<file path="src/rtl/fpmr_params.svh">
`ifndef FPMR_PARAMS_SVH
`define FPMR_PARAMS_SVH

// Register byte addresses on the host bus
`define FPMR_ADDR_W 8
`define FPMR_OFS_RX_FIFO 8'h7c
`define FPMR_OFS_TX_FIFO 8'h80
`define FPMR_OFS_POWER 8'h84
`define FPMR_OFS_BYTE_TEST 8'h64

// Field positions of the power management word
`define FPMR_PM_STATE_HI 13
`define FPMR_PM_STATE_LO 12
`define FPMR_PM_XCVR_RESET 10
`define FPMR_PM_WAKE_FRAME_EN 9
`define FPMR_PM_ENERGY_EN 8
`define FPMR_PM_DRIVE_TYPE 6
`define FPMR_PM_PULSE_SEL 3
`define FPMR_PM_POLARITY 2
`define FPMR_PM_OUT_EN 1
`define FPMR_PM_READY 0

// Reset values
`define FPMR_RST_STATUS_DWORDS 8'h00
`define FPMR_RST_RX_USED_BYTES 16'h0000
`define FPMR_RST_TX_FREE_BYTES 16'h1200
`define FPMR_RST_WORD 32'h0000_0000

// Timing
`define FPMR_TIMER_W 24
`define FPMR_CLK_PERIOD_NS 10
`define FPMR_XCVR_RESET_US 100
`define FPMR_XCVR_RESET_CYCLES ((`FPMR_XCVR_RESET_US * 1000 + `FPMR_CLK_PERIOD_NS - 1) / `FPMR_CLK_PERIOD_NS)
`define FPMR_WAKE_PULSE_MS 50
`define FPMR_WAKE_PULSE_CYCLES ((`FPMR_WAKE_PULSE_MS * 1000000) / `FPMR_CLK_PERIOD_NS)
`define FPMR_READY_DELAY_CYCLES 16

`endif

</file>
<file path="src/rtl/fpmr_pkg.sv">
package fpmr_pkg;

   // Power state codes; all but reserved 11 selectable by software
   typedef enum logic [1:0] {
      full_power_state = 2'b00,
      wake_frame_sleep_state = 2'b01,
      energy_detect_sleep_state = 2'b10,
      reserved_power_state = 2'b11
   } fpmr_power_t;

endpackage

</file>
<file path="src/rtl/fpmr_timer.sv">
`timescale 1ns/1ns
`default_nettype none
`include "fpmr_params.svh"

module fpmr_timer (
   // Clock and reset
   input wire logic clk,
   input wire logic reset,
   // Control
   input wire logic start,
   input wire logic [`FPMR_TIMER_W-1:0] load,
   // Status
   output logic busy
);
   import fpmr_pkg::*;

   logic [`FPMR_TIMER_W-1:0] count;
   logic [`FPMR_TIMER_W-1:0] next_count;
   logic do_load;

   // A start while running is dropped, so a run cannot be stretched
   assign do_load = start & ~busy;
   assign next_count = do_load ? load :
                       (count != '0) ? count - 1'b1 : count;

   // Busy is high for exactly load cycles after the start edge
   always_ff @(posedge clk or posedge reset) begin
      if (reset) begin
         count <= '0;
         busy <= 1'b0;
      end else begin
         count <= next_count;
         busy <= (next_count != '0);
      end
   end
endmodule
`default_nettype wire

</file>
<file path="src/rtl/fpmr_wake_pin.sv">
`timescale 1ns/1ns
`default_nettype none

module fpmr_wake_pin (
   // Clock and reset
   input wire logic clk,
   input wire logic reset,
   // Wake request and pin settings
   input wire logic active,
   input wire logic out_enable,
   input wire logic drive_type,
   input wire logic polarity,
   // Pin
   output logic pin_out,
   output logic pin_oe
);
   import fpmr_pkg::*;

   logic asserted;
   logic next_out;
   logic next_oe;

   // Enable gates only the pin, never the interrupt
   assign asserted = active & out_enable; // RULE_17
   // Open drain pulls low only; push-pull drives always with polarity
   assign next_out = drive_type ? (asserted ~^ polarity) : 1'b0; // RULE_16
   assign next_oe = drive_type ? 1'b1 : asserted; // RULE_16

   // Registered so the pin never glitches on decode changes
   always_ff @(posedge clk or posedge reset) begin
      if (reset) begin
         pin_out <= 1'b0;
         pin_oe <= 1'b0;
      end else begin
         pin_out <= next_out;
         pin_oe <= next_oe;
      end
   end
endmodule
`default_nettype wire

</file>
<file path="src/rtl/fpmr_regs.sv">
// Summary of operation
// (RULE_01) Receive status FIFO dword count, reset zero
// (RULE_02) Receive data FIFO used bytes, reset zero
// (RULE_03) Transmit status FIFO dword count, reset zero
// (RULE_04) Transmit data free bytes, reset 1200h
// (RULE_05) Host never overfills transmit data FIFO
// (RULE_06) Power word readable in any sleep state
// (RULE_07) Writes ignored until a read follows reset/wake
// (RULE_08) Self-clearing power state: 00 run, 01, 10
// (RULE_09) Host never writes power state 11; the bench writes it once as a probe
// (RULE_10) Byte test write wakes a sleeping device
// (RULE_11) Host writes only byte test while unready
// (RULE_12) Transceiver reset bit holds reset 100us
// (RULE_13) Reset bit self-clears; writes ignored while set (code drops only a new reset start; other power word writes still land)
// (RULE_14) Wake frame event raises interrupt, gated pin
// (RULE_15) Energy detect event raises interrupt, gated pin
// (RULE_16) Drive type: open-drain low or push-pull
// (RULE_17) Output enable gates pin, not interrupt
// (RULE_18) Pulse select: 50ms pulse, else held level
// (RULE_19) Ready bit set once device is stable
// (RULE_20) Reserved bits read zero, ignore writes
`timescale 1ns/1ns
`default_nettype none
`include "fpmr_params.svh"

module fpmr_regs #(
   parameter logic [`FPMR_TIMER_W-1:0] XCVR_RESET_CYCLES =
      `FPMR_TIMER_W'(`FPMR_XCVR_RESET_CYCLES),
   parameter logic [`FPMR_TIMER_W-1:0] WAKE_PULSE_CYCLES =
      `FPMR_TIMER_W'(`FPMR_WAKE_PULSE_CYCLES)
) (
   // Clock and reset
   input wire logic clk,
   input wire logic reset,
   // Host bus, synchronous to clk
   input wire logic bus_select,
   input wire logic bus_read,
   input wire logic bus_write,
   input wire logic [`FPMR_ADDR_W-1:0] bus_addr,
   input wire logic [31:0] bus_wdata,
   output logic [31:0] bus_rdata,
   output logic bus_rdata_valid,
   // FIFO levels from the datapath
   input wire logic [7:0] rx_status_used_dwords,
   input wire logic [15:0] rx_data_used_bytes,
   input wire logic [7:0] tx_status_used_dwords,
   input wire logic [15:0] tx_data_free_bytes,
   // Wake events from the receive side
   input wire logic wake_frame_event,
   input wire logic energy_detect_event,
   // Power and transceiver control
   output fpmr_pkg::fpmr_power_t power_state,
   output logic transceiver_reset,
   output logic device_ready,
   // Wake indications
   output logic wake_event_interrupt,
   output logic wake_event_output,
   output logic wake_event_output_oe
);
   import fpmr_pkg::*;

   // Level snapshots, control bits and handshake state
   logic [7:0] rx_status_q;
   logic [15:0] rx_used_q;
   logic [7:0] tx_status_q;
   logic [15:0] tx_free_q;
   logic wake_frame_event_enable;
   logic energy_detect_event_enable;
   logic wake_output_drive_type;
   logic wake_output_pulse_select;
   logic wake_output_polarity;
   logic wake_output_enable;
   logic read_seen;
   logic boot;
   logic ready_busy;
   logic pulse_busy;
   fpmr_power_t next_power_state;
   fpmr_power_t req_state;

   // Bus decode
   logic rd_take;
   logic wr_take;
   logic hit_rx;
   logic hit_tx;
   logic hit_pm;
   logic hit_bt;
   logic asleep;
   logic wake_write;
   logic wr_ok;
   logic pm_write;
   logic xcvr_start;
   logic ready_start;
   logic [31:0] rd_word;
   logic [31:0] pm_word;

   // Read wins over a write presented in the same cycle
   assign rd_take = bus_select & bus_read;
   assign wr_take = bus_select & bus_write & ~bus_read;
   assign hit_rx = (bus_addr == `FPMR_OFS_RX_FIFO);
   assign hit_tx = (bus_addr == `FPMR_OFS_TX_FIFO);
   assign hit_pm = (bus_addr == `FPMR_OFS_POWER);
   assign hit_bt = (bus_addr == `FPMR_OFS_BYTE_TEST);
   assign asleep = (power_state != full_power_state);

   // Wake write needs no prior read, otherwise the host could never wake
   assign wake_write = wr_take & hit_bt & asleep; // RULE_10
   // Also shields the block from illegal writes while not ready
   assign wr_ok = wr_take & read_seen & device_ready; // RULE_07
   assign pm_write = wr_ok & hit_pm;
   assign req_state = fpmr_power_t'(
      bus_wdata[`FPMR_PM_STATE_HI:`FPMR_PM_STATE_LO]);

   // Power state: woken by byte test, code 11 dropped as reserved
   always_comb begin
      next_power_state = power_state;
      unique case (power_state)
         full_power_state: begin
            if (pm_write && req_state != reserved_power_state) begin
               next_power_state = req_state; // RULE_08
            end
         end
         wake_frame_sleep_state, energy_detect_sleep_state: begin
            if (wake_write) begin
               next_power_state = full_power_state; // RULE_08 RULE_10
            end
         end
         default: begin
            next_power_state = full_power_state;
         end
      endcase
   end

   // Transceiver reset, the timer refuses restarts while busy
   assign xcvr_start = pm_write & bus_wdata[`FPMR_PM_XCVR_RESET]; // RULE_12 RULE_13

   fpmr_timer u_xcvr_timer (
      .clk(clk),
      .reset(reset),
      .start(xcvr_start),
      .load(XCVR_RESET_CYCLES),
      .busy(transceiver_reset)
   ); // RULE_12 RULE_13

   // Stabilisation delay after reset release and after every wake
   assign ready_start = boot | wake_write;
   assign device_ready = ~asleep & ~ready_busy & ~boot; // RULE_19

   fpmr_timer u_ready_timer (
      .clk(clk),
      .reset(reset),
      .start(ready_start),
      .load(`FPMR_TIMER_W'(`FPMR_READY_DELAY_CYCLES)),
      .busy(ready_busy)
   );

   // Power state and read handshake
   always_ff @(posedge clk or posedge reset) begin
      if (reset) begin
         power_state <= full_power_state;
         boot <= 1'b1;
         read_seen <= 1'b0;
      end else begin
         power_state <= next_power_state;
         boot <= 1'b0;
         // Any read arms writes; waking disarms them again
         if (rd_take) begin
            read_seen <= 1'b1; // RULE_07
         end else if (wake_write) begin
            read_seen <= 1'b0; // RULE_07
         end
      end
   end

   // Software control bits of the power word
   always_ff @(posedge clk or posedge reset) begin
      if (reset) begin
         wake_frame_event_enable <= 1'b0;
         energy_detect_event_enable <= 1'b0;
         wake_output_drive_type <= 1'b0;
         wake_output_pulse_select <= 1'b0;
         wake_output_polarity <= 1'b0;
         wake_output_enable <= 1'b0;
      end else if (pm_write) begin
         wake_frame_event_enable <= bus_wdata[`FPMR_PM_WAKE_FRAME_EN];
         energy_detect_event_enable <= bus_wdata[`FPMR_PM_ENERGY_EN];
         wake_output_drive_type <= bus_wdata[`FPMR_PM_DRIVE_TYPE];
         wake_output_pulse_select <= bus_wdata[`FPMR_PM_PULSE_SEL];
         wake_output_polarity <= bus_wdata[`FPMR_PM_POLARITY];
         wake_output_enable <= bus_wdata[`FPMR_PM_OUT_EN];
      end
   end

   // Wake events: set wins over the clear by dropping both enables
   logic wake_hit;
   logic any_event_enable;
   logic wake_active;
   logic pulse_start;
   assign wake_hit = (wake_frame_event & wake_frame_event_enable) |
                     (energy_detect_event & energy_detect_event_enable); // RULE_14 RULE_15
   assign any_event_enable = wake_frame_event_enable |
                             energy_detect_event_enable;
   assign pulse_start = wake_hit & wake_output_pulse_select; // RULE_18

   always_ff @(posedge clk or posedge reset) begin
      if (reset) begin
         wake_event_interrupt <= 1'b0;
      end else begin
         wake_event_interrupt <= wake_hit |
            (wake_event_interrupt & any_event_enable); // RULE_14 RULE_15
      end
   end

   // Pulse mode runs a fixed timer; level mode follows the sticky event
   fpmr_timer u_pulse_timer (
      .clk(clk),
      .reset(reset),
      .start(pulse_start),
      .load(WAKE_PULSE_CYCLES),
      .busy(pulse_busy)
   ); // RULE_18

   assign wake_active = wake_output_pulse_select ? pulse_busy :
                        wake_event_interrupt; // RULE_18

   fpmr_wake_pin u_wake_pin (
      .clk(clk),
      .reset(reset),
      .active(wake_active),
      .out_enable(wake_output_enable),
      .drive_type(wake_output_drive_type),
      .polarity(wake_output_polarity),
      .pin_out(wake_event_output),
      .pin_oe(wake_event_output_oe)
   ); // RULE_14 RULE_15 RULE_16 RULE_17

   // Level snapshots, one cycle behind the datapath
   always_ff @(posedge clk or posedge reset) begin
      if (reset) begin
         rx_status_q <= `FPMR_RST_STATUS_DWORDS; // RULE_01
         rx_used_q <= `FPMR_RST_RX_USED_BYTES; // RULE_02
         tx_status_q <= `FPMR_RST_STATUS_DWORDS; // RULE_03
         tx_free_q <= `FPMR_RST_TX_FREE_BYTES; // RULE_04
      end else begin
         rx_status_q <= rx_status_used_dwords;
         rx_used_q <= rx_data_used_bytes;
         tx_status_q <= tx_status_used_dwords;
         tx_free_q <= tx_data_free_bytes;
      end
   end

   // Read words; reserved positions tied to zero
   assign pm_word = {18'h0_0000, power_state, 1'b0, transceiver_reset,
                     wake_frame_event_enable, energy_detect_event_enable,
                     1'b0, wake_output_drive_type, 2'b00,
                     wake_output_pulse_select, wake_output_polarity,
                     wake_output_enable, device_ready}; // RULE_20 RULE_19
   assign rd_word = hit_rx ? {8'h00, rx_status_q, rx_used_q} : // RULE_01 RULE_02
                    hit_tx ? {8'h00, tx_status_q, tx_free_q} : // RULE_03 RULE_04
                    hit_pm ? pm_word : // RULE_06
                    `FPMR_RST_WORD;

   // Read data registered; power word never blocked by sleep
   always_ff @(posedge clk or posedge reset) begin
      if (reset) begin
         bus_rdata <= `FPMR_RST_WORD;
         bus_rdata_valid <= 1'b0;
      end else begin
         bus_rdata_valid <= rd_take;
         if (rd_take) begin
            bus_rdata <= rd_word; // RULE_06
         end
      end
   end

   // Helper counters for the timed outputs
   logic [`FPMR_TIMER_W-1:0] xcvr_run;
   logic [`FPMR_TIMER_W-1:0] pulse_run;
   always_ff @(posedge clk or posedge reset) begin
      if (reset) begin
         xcvr_run <= '0;
         pulse_run <= '0;
      end else begin
         xcvr_run <= transceiver_reset ? xcvr_run + 1'b1 : '0;
         pulse_run <= pulse_busy ? pulse_run + 1'b1 : '0;
      end
   end
endmodule
`default_nettype wire

</file>
<file path="config.mk">
export PLATFORM = sky130hd
export DESIGN_NAME = fpmr_regs
export DESIGN_NICKNAME = d
export VERILOG_FILES = /design/src/rtl/fpmr_pkg.sv /design/src/rtl/fpmr_timer.sv /design/src/rtl/fpmr_wake_pin.sv /design/src/rtl/fpmr_regs.sv
export VERILOG_INCLUDE_DIRS = /design/src /design/src/rtl
export SDC_FILE = /design/constraint.sdc
export NUM_CORES = 1
export LEC_CHECK = 0
export BUFFER_PORTS_ARGS = -buffer_cell sky130_fd_sc_hd__clkbuf_2
export CELL_PAD_IN_SITES_DETAIL_PLACEMENT = 1
export CELL_PAD_IN_SITES_GLOBAL_PLACEMENT = 1
export CORE_MARGIN = 8
export CORE_UTILIZATION = 40
export CTS_BUF_LIST = sky130_fd_sc_hd__clkbuf_8
export DETAILED_ROUTE_END_ITERATION = 12
export PLACE_DENSITY_LB_ADDON = 0.1
export SYNTH_ARGS = -nofsm -noshare
export SYNTH_HDL_FRONTEND = slang
export SYNTH_SLANG_ARGS = --single-unit
</file>
<file path="constraint.sdc">
create_clock -name clk -period 4.2 [get_ports clk]
set_input_delay 0 -clock clk [delete_from_list [all_inputs] [get_ports clk]]
set_output_delay 0 -clock clk [all_outputs]
set_load 0.05 [all_outputs]
</file>
Word level (Yosys, flattened, before mapping). Cells that the tools add are included.

Register bits after elaboration: 169. Output and inout port bits: 40. Word-level logic and storage cells: 95.

$add $sub $neg: 3. Equal/unequal tests: 9. Mux-type cells: 17. Bitwise operators: 30. Reductions and logical operators: 12.

Operators with widths (number): $mux 24 (8); $reduce_bool 24->1 (6); $sub 24x1->24 const B (3); $and 1x1->1 (19); $eq 8x7->1 const B (2); $eq 8x8->1 const B (2); $mux 14 (1); $ne 2x2->1 const B (3); $not 1->1 (6); $mux 1 (5); $mux 2 (2); $or 1x1->1 (4); $pmux 2 s2 (1); $reduce_bool 2->1 (2); $eq 2x1->1 const B (1); $eq 2x2->1 const B (1); $logic_not 2->1 (1); $reduce_and 2->1 (1); $reduce_or 2->1 (1); $logic_and 1x1->1 (1); $xnor 1x1->1 (1).

Logic depth before layout (Yosys ltp).
Depth in word-level cells: 10. Depth in mapped cells: 11. Depth with buffers taken out: 10.

By module. Synthesis repeated with hierarchy kept, for this count alone.

Cell total of the unflattened synthesis: 840. Area, all modules: 8274.2 µm².

Modules (own cells, without submodules): fpmr_timer at u_ready_timer ... (instances 2, cells an instance 199, area an instance 1756.7 µm², seq. area each 625.6 µm²); fpmr_regs (instances 1, cells an instance 249, area an instance 3094.2 µm², seq. area each 2105.8 µm²); fpmr_timer at u_pulse_timer (instances 1, cells an instance 186, area an instance 1585.3 µm², seq. area each 625.6 µm²); fpmr_wake_pin (instances 1, cells an instance 7, area an instance 81.3 µm², seq. area each 50.0 µm²).

Worst setup path after synthesis. Ideal clock, no wire load.

Path kind: flip-flop to flip-flop. Start point: register power_state[0]. End point: register u_xcvr_timer.busy. Arrival: 4361 ps. Required time: 4061 ps. Slack: -299 ps. Cell stages (with the launch flop): 10. Cells stage by stage: dfrtp_1 inv_1 ha_1 nor3b_1 nand4_1 or2_2 or3b_2 a2111o_1 or4_1 or4_1.

Word-level cells in the longest chain between the ends: 10.

Ends and longest elaborated chain: start: declaration (RTL line fpmr_regs.sv:52) `output fpmr_pkg::fpmr_power_t power_state,`; start signal: assignment (RTL line fpmr_regs.sv:159) `power_state <= full_power_state;`; start signal: assignment (RTL line fpmr_regs.sv:163) `power_state <= next_power_state;`; $reduce_bool 2->1 (RTL line fpmr_regs.sv:103) `assign asleep = (power_state != full_power_state);`; $not 1->1 (RTL line fpmr_regs.sv:146) `assign device_ready = ~asleep & ~ready_busy & ~boot;`; $and 1x1->1 (2 in series) (RTL line fpmr_regs.sv:146); named net device_ready (RTL line fpmr_regs.sv:54) `output logic device_ready,`; $and 1x1->1 (RTL line fpmr_regs.sv:108) `assign wr_ok = wr_take & read_seen & device_ready;`; $and 1x1->1 (RTL line fpmr_regs.sv:109) `assign pm_write = wr_ok & hit_pm;`; $and 1x1->1 (RTL line fpmr_regs.sv:134) `` assign xcvr_start = pm_write & bus_wdata[`FPMR_PM_XCVR_RESET]; ``; $and 1x1->1 (RTL line fpmr_timer.sv:22) `assign do_load = start & ~busy;`; $mux 24 (RTL line fpmr_timer.sv:23) `assign next_count = do_load ? load :`; $reduce_bool 24->1 (RTL line fpmr_timer.sv:33) `busy <= (next_count != '0);`; end signal: assignment (RTL line fpmr_timer.sv:33); end: declaration (RTL line fpmr_timer.sv:13) `output logic busy`.

The timed path passes the listed nets, and every way through them passes these cells. A chain may end at the register's enable or synchronous reset.

Final worst setup path.
Start point: register u_xcvr_timer.count[0]. End point: register u_xcvr_timer.busy.

Word-level cells in the longest chain between the ends: 4. Elaborated cells between the ends (all ways): 5.

Ends and longest elaborated chain: start: declaration (RTL line fpmr_timer.sv:17) `` logic [`FPMR_TIMER_W-1:0] count; ``; start signal: assignment (RTL line fpmr_timer.sv:32) `count <= next_count;`; $sub 24x1->24 or $reduce_bool 24->1 (tied branches) (RTL line fpmr_timer.sv:24) `(count != '0) ? count - 1'b1 : count;`; $mux 24 (*) (RTL line fpmr_timer.sv:24); $mux 24 (*) (RTL line fpmr_timer.sv:23); named net u_xcvr_timer.next_count[4] (RTL line fpmr_timer.sv:18) `` logic [`FPMR_TIMER_W-1:0] next_count; ``; $reduce_bool 24->1 (*) (RTL line fpmr_timer.sv:33).

Mark *: on every way through the listed nets, which the timed path passes. The rest lies on a longest branch.

==> impl_metrics.ini <==
[timing]
maxSlewHeadroom_pct = 27.6
min_period_ps = 3790
drv_slew = 0
rsz0062_at_grt = no
hold_viol_final = 0
max_freq_ghz = 0.264
setup_tns_ps = 0
fin_skew_ps = 14.3
hold_ws_ps = 32.6
fin_crit_sh_pct = 90.3
max_slew.worst_pin.slew_ps = 1090
setup_viol = 0

[placement]
place_inst = 1031
io_buffers = 103
hpwl_mm = 14.8
finalWeightedCongestion = 0.865

[power_and_ir_drop]
p_leak_nw = 3.72
ir_drop_v = 0.000273
p_per_area_nw_per_um2 = 335
power_mw = 3.08

[synth]
synth_warnings = 0
synth_edf_count = 0
syn_area_sq_um = 7340
ys_types = 53
synth.top_cells.by_count = 158 x dfrtp_1, 83 x nand2_1, 70 x nor2_1
yosysMostFrequentCell = dfrtp_1
seq_area_frac_synth_pct = 54.9
post-synth-top-area-cell = dfrtp_1
synthCells = 709
synth_ff_type = dfrtp_1
avgSynthCellArea_sq_um = 10.4
netlist_top_cells_area = dfrtp_1 54%, xnor2_1 4.5%, nand2_1 4.2%
postSynth.asyncResetShare_pct = 100
synth_top_area_share_pct = 53.9
ys_ff_latch = 161

[finish]
drive_above_1_share_pct = 21.3
final_nets = 986
synthToLayoutAreaGrowth_pct = 25.3
fillCellCount = 2020
multi_input_area_sq_um = 3140
stdcell_count = 1128
seq_area_sq_um = 4030

[worst_setup_path]
endpoint_kind = register
cp_common_cell = or4_1
worst_ep_arrival_time_ps = 4120
crit_type = reg -> reg
cp_max_fo = 6
crit_path_top_delay_cell = or4_4
cp-start-kind = register
cp_data_required_time_ps = 4530
path_cells = inv_1 -> ha_1 -> or4b_4 -> or4_4 -> nor2_4 -> nor3_1 -> a211o_1 -> a2111o_1 -> or4_1 -> or4_1
slowest_delay_ps = 550

[drt]
ant_nets = 0
wl_per_cell_um = 19.1
drt_iter0_markers = 326
vias_per_cell = 5.38
drc = 0
vias = 6073
first_pass_iters = 4
routed_wl_mm = 21.6

[global_route]
antenna_found_initial = 2
gr-total-overflow = 0
grt_max_degree = 84
grt_pass1_vias = 6490
grt_util_all_layers_pct = 19.2
grt_pass1_wl_mm = 34.5

[clock_tree]
root_buffer = clkbuf_8
clock-sinks = 161
clock_latency_ps = 460
clock_path_buffers = 2
cts_resized = 0
cts_tree = built
hold_buffers = 63
cts_buffers = 17
clkTransAtPathRegs_ps = 100
cts_setup_buffers = 0
ctsHtreeMaxLevel = 4

[outcome]
outcome = complete, no violations

[die]
core_sq_um = 18000
die-area_sq_um = 22900
die_x_um = 151
io_pins = 135
initial_core_util_pct = 40.9
die_h_um = 151
rows = 49

[job]
cap_violations = 0

[hold_path]
min_path_type = in -> reg
==> cells by family after synthesis <==
group                      share of synthesized area [%]
AOI/OAI and AO/OA                                   8.49
xor gates and xnor gates                            6.68
adders and majority gates                           1.19
buffers and inverters                               2.78
DFF                                                 54.9
muxes                                               2.13
other                                             0.0511
and+or+nand+nor                                     23.7
==> sequential cells by signal (all words and copies together) (netlist names), 2 cells and up <==
signal / count
bus_rdata: 24
power_state: 2
rx_status_q: 8
rx_used_q: 16
tx_free_q: 16
tx_status_q: 8
u_pulse_timer.count: 24
u_ready_timer.count: 24
u_xcvr_timer.count: 24
==> worst max-delay path: cells and delay by family, from the launching register on <==
| family | cells | cell delay (ps) |
|---|---|---|
| simple gates | 6 | 2250 |
| flops | 1 | 420 |
| compound gates | 2 | 710 |
| fa+ha+maj | 1 | 150 |
| buf+inv | 1 | 140 |
==> stage by stage <==
stage               utilization (%)  setup slack (ps)  cell area [sq um]
floorplan                         -               275               7380
global placement               45.3               504               8140
detailed placement             45.3               420               8140
CTS                            51.2               387               9190
global route                   51.2               231               9200
finish                         51.2               409               9200
==> final timing paths <==
kind                                                      to  cells past startpoint                             from  slack, ps
setup reg to reg                 u_xcvr_timer.busy$_DFF_PP0_                     10  u_xcvr_timer.count[0]$_DFF_PP0_        410
setup / recovery                 u_xcvr_timer.busy$_DFF_PP0_                     10  u_xcvr_timer.count[0]$_DFF_PP0_        410
hold reg to reg                     bus_rdata[0]$_DFFE_PP0P_                      2         bus_rdata[0]$_DFFE_PP0P_        490
min in group asynchronous   u_pulse_timer.count[3]$_DFF_PP0_                      4                            reset        410
max in group asynchronous  u_ready_timer.count[21]$_DFF_PP0_                      4                            reset       3020
hold / removal               u_xcvr_timer.count[9]$_DFF_PP0_                      3                    bus_wdata[10]         30
==> power by group <==
part | total, mW | switching (mW) | internal (mW)
clock | 1.22 | 0.663 | 0.561
sequential | 1.64 | 0.0421 | 1.60
combinational | 0.212 | 0.120 | 0.0919
==> area by class of cell <==
type	count	area share, %
flip-flops and latches	161	43.9
multi-input cells	511	34.2
repair buffers	181	13.7
well taps	229	3.12
clock buffers	17	2.54
clock inverters	15	2.03
inverters	12	0.531
diodes	2	0.0544
==> placed cells by master, fill, tap and decap left out, drive strengths merged, types with 9 or more instances in the layout <==
cell type / synthesis / layout
nand3: 13 / 13
xor2: 18 / 18
dfrtp: 158 / 158
o21ai: 42 / 42
xnor2: 38 / 38
inv: 12 / 21
a21oi: 11 / 11
mux2: 13 / 13
dlygate4sd3: 0 / 63
nand2: 83 / 83
conb: 1 / 9
nor2: 71 / 71
a22oi: 24 / 24
or3: 15 / 15
or4: 20 / 20
nor4: 25 / 25
nand4: 9 / 9
clkbuf: 23 / 120
nor3: 30 / 30
and2: 10 / 10
buf: 10 / 15
==> per-layer routing <==
metal | global-route usage, % | part of all wire, % | vias to the layer above
met4 | 6.78 | 2.4 | 0
met2 | 32.3 | 50 | 126
met5 | 0 | 0 | -
met3 | 4.48 | 4.9 | 28
li1 | - | - | 2857
met1 | 23.8 | 43 | 3062
Note: power is estimated with default switching activity, not from simulation.
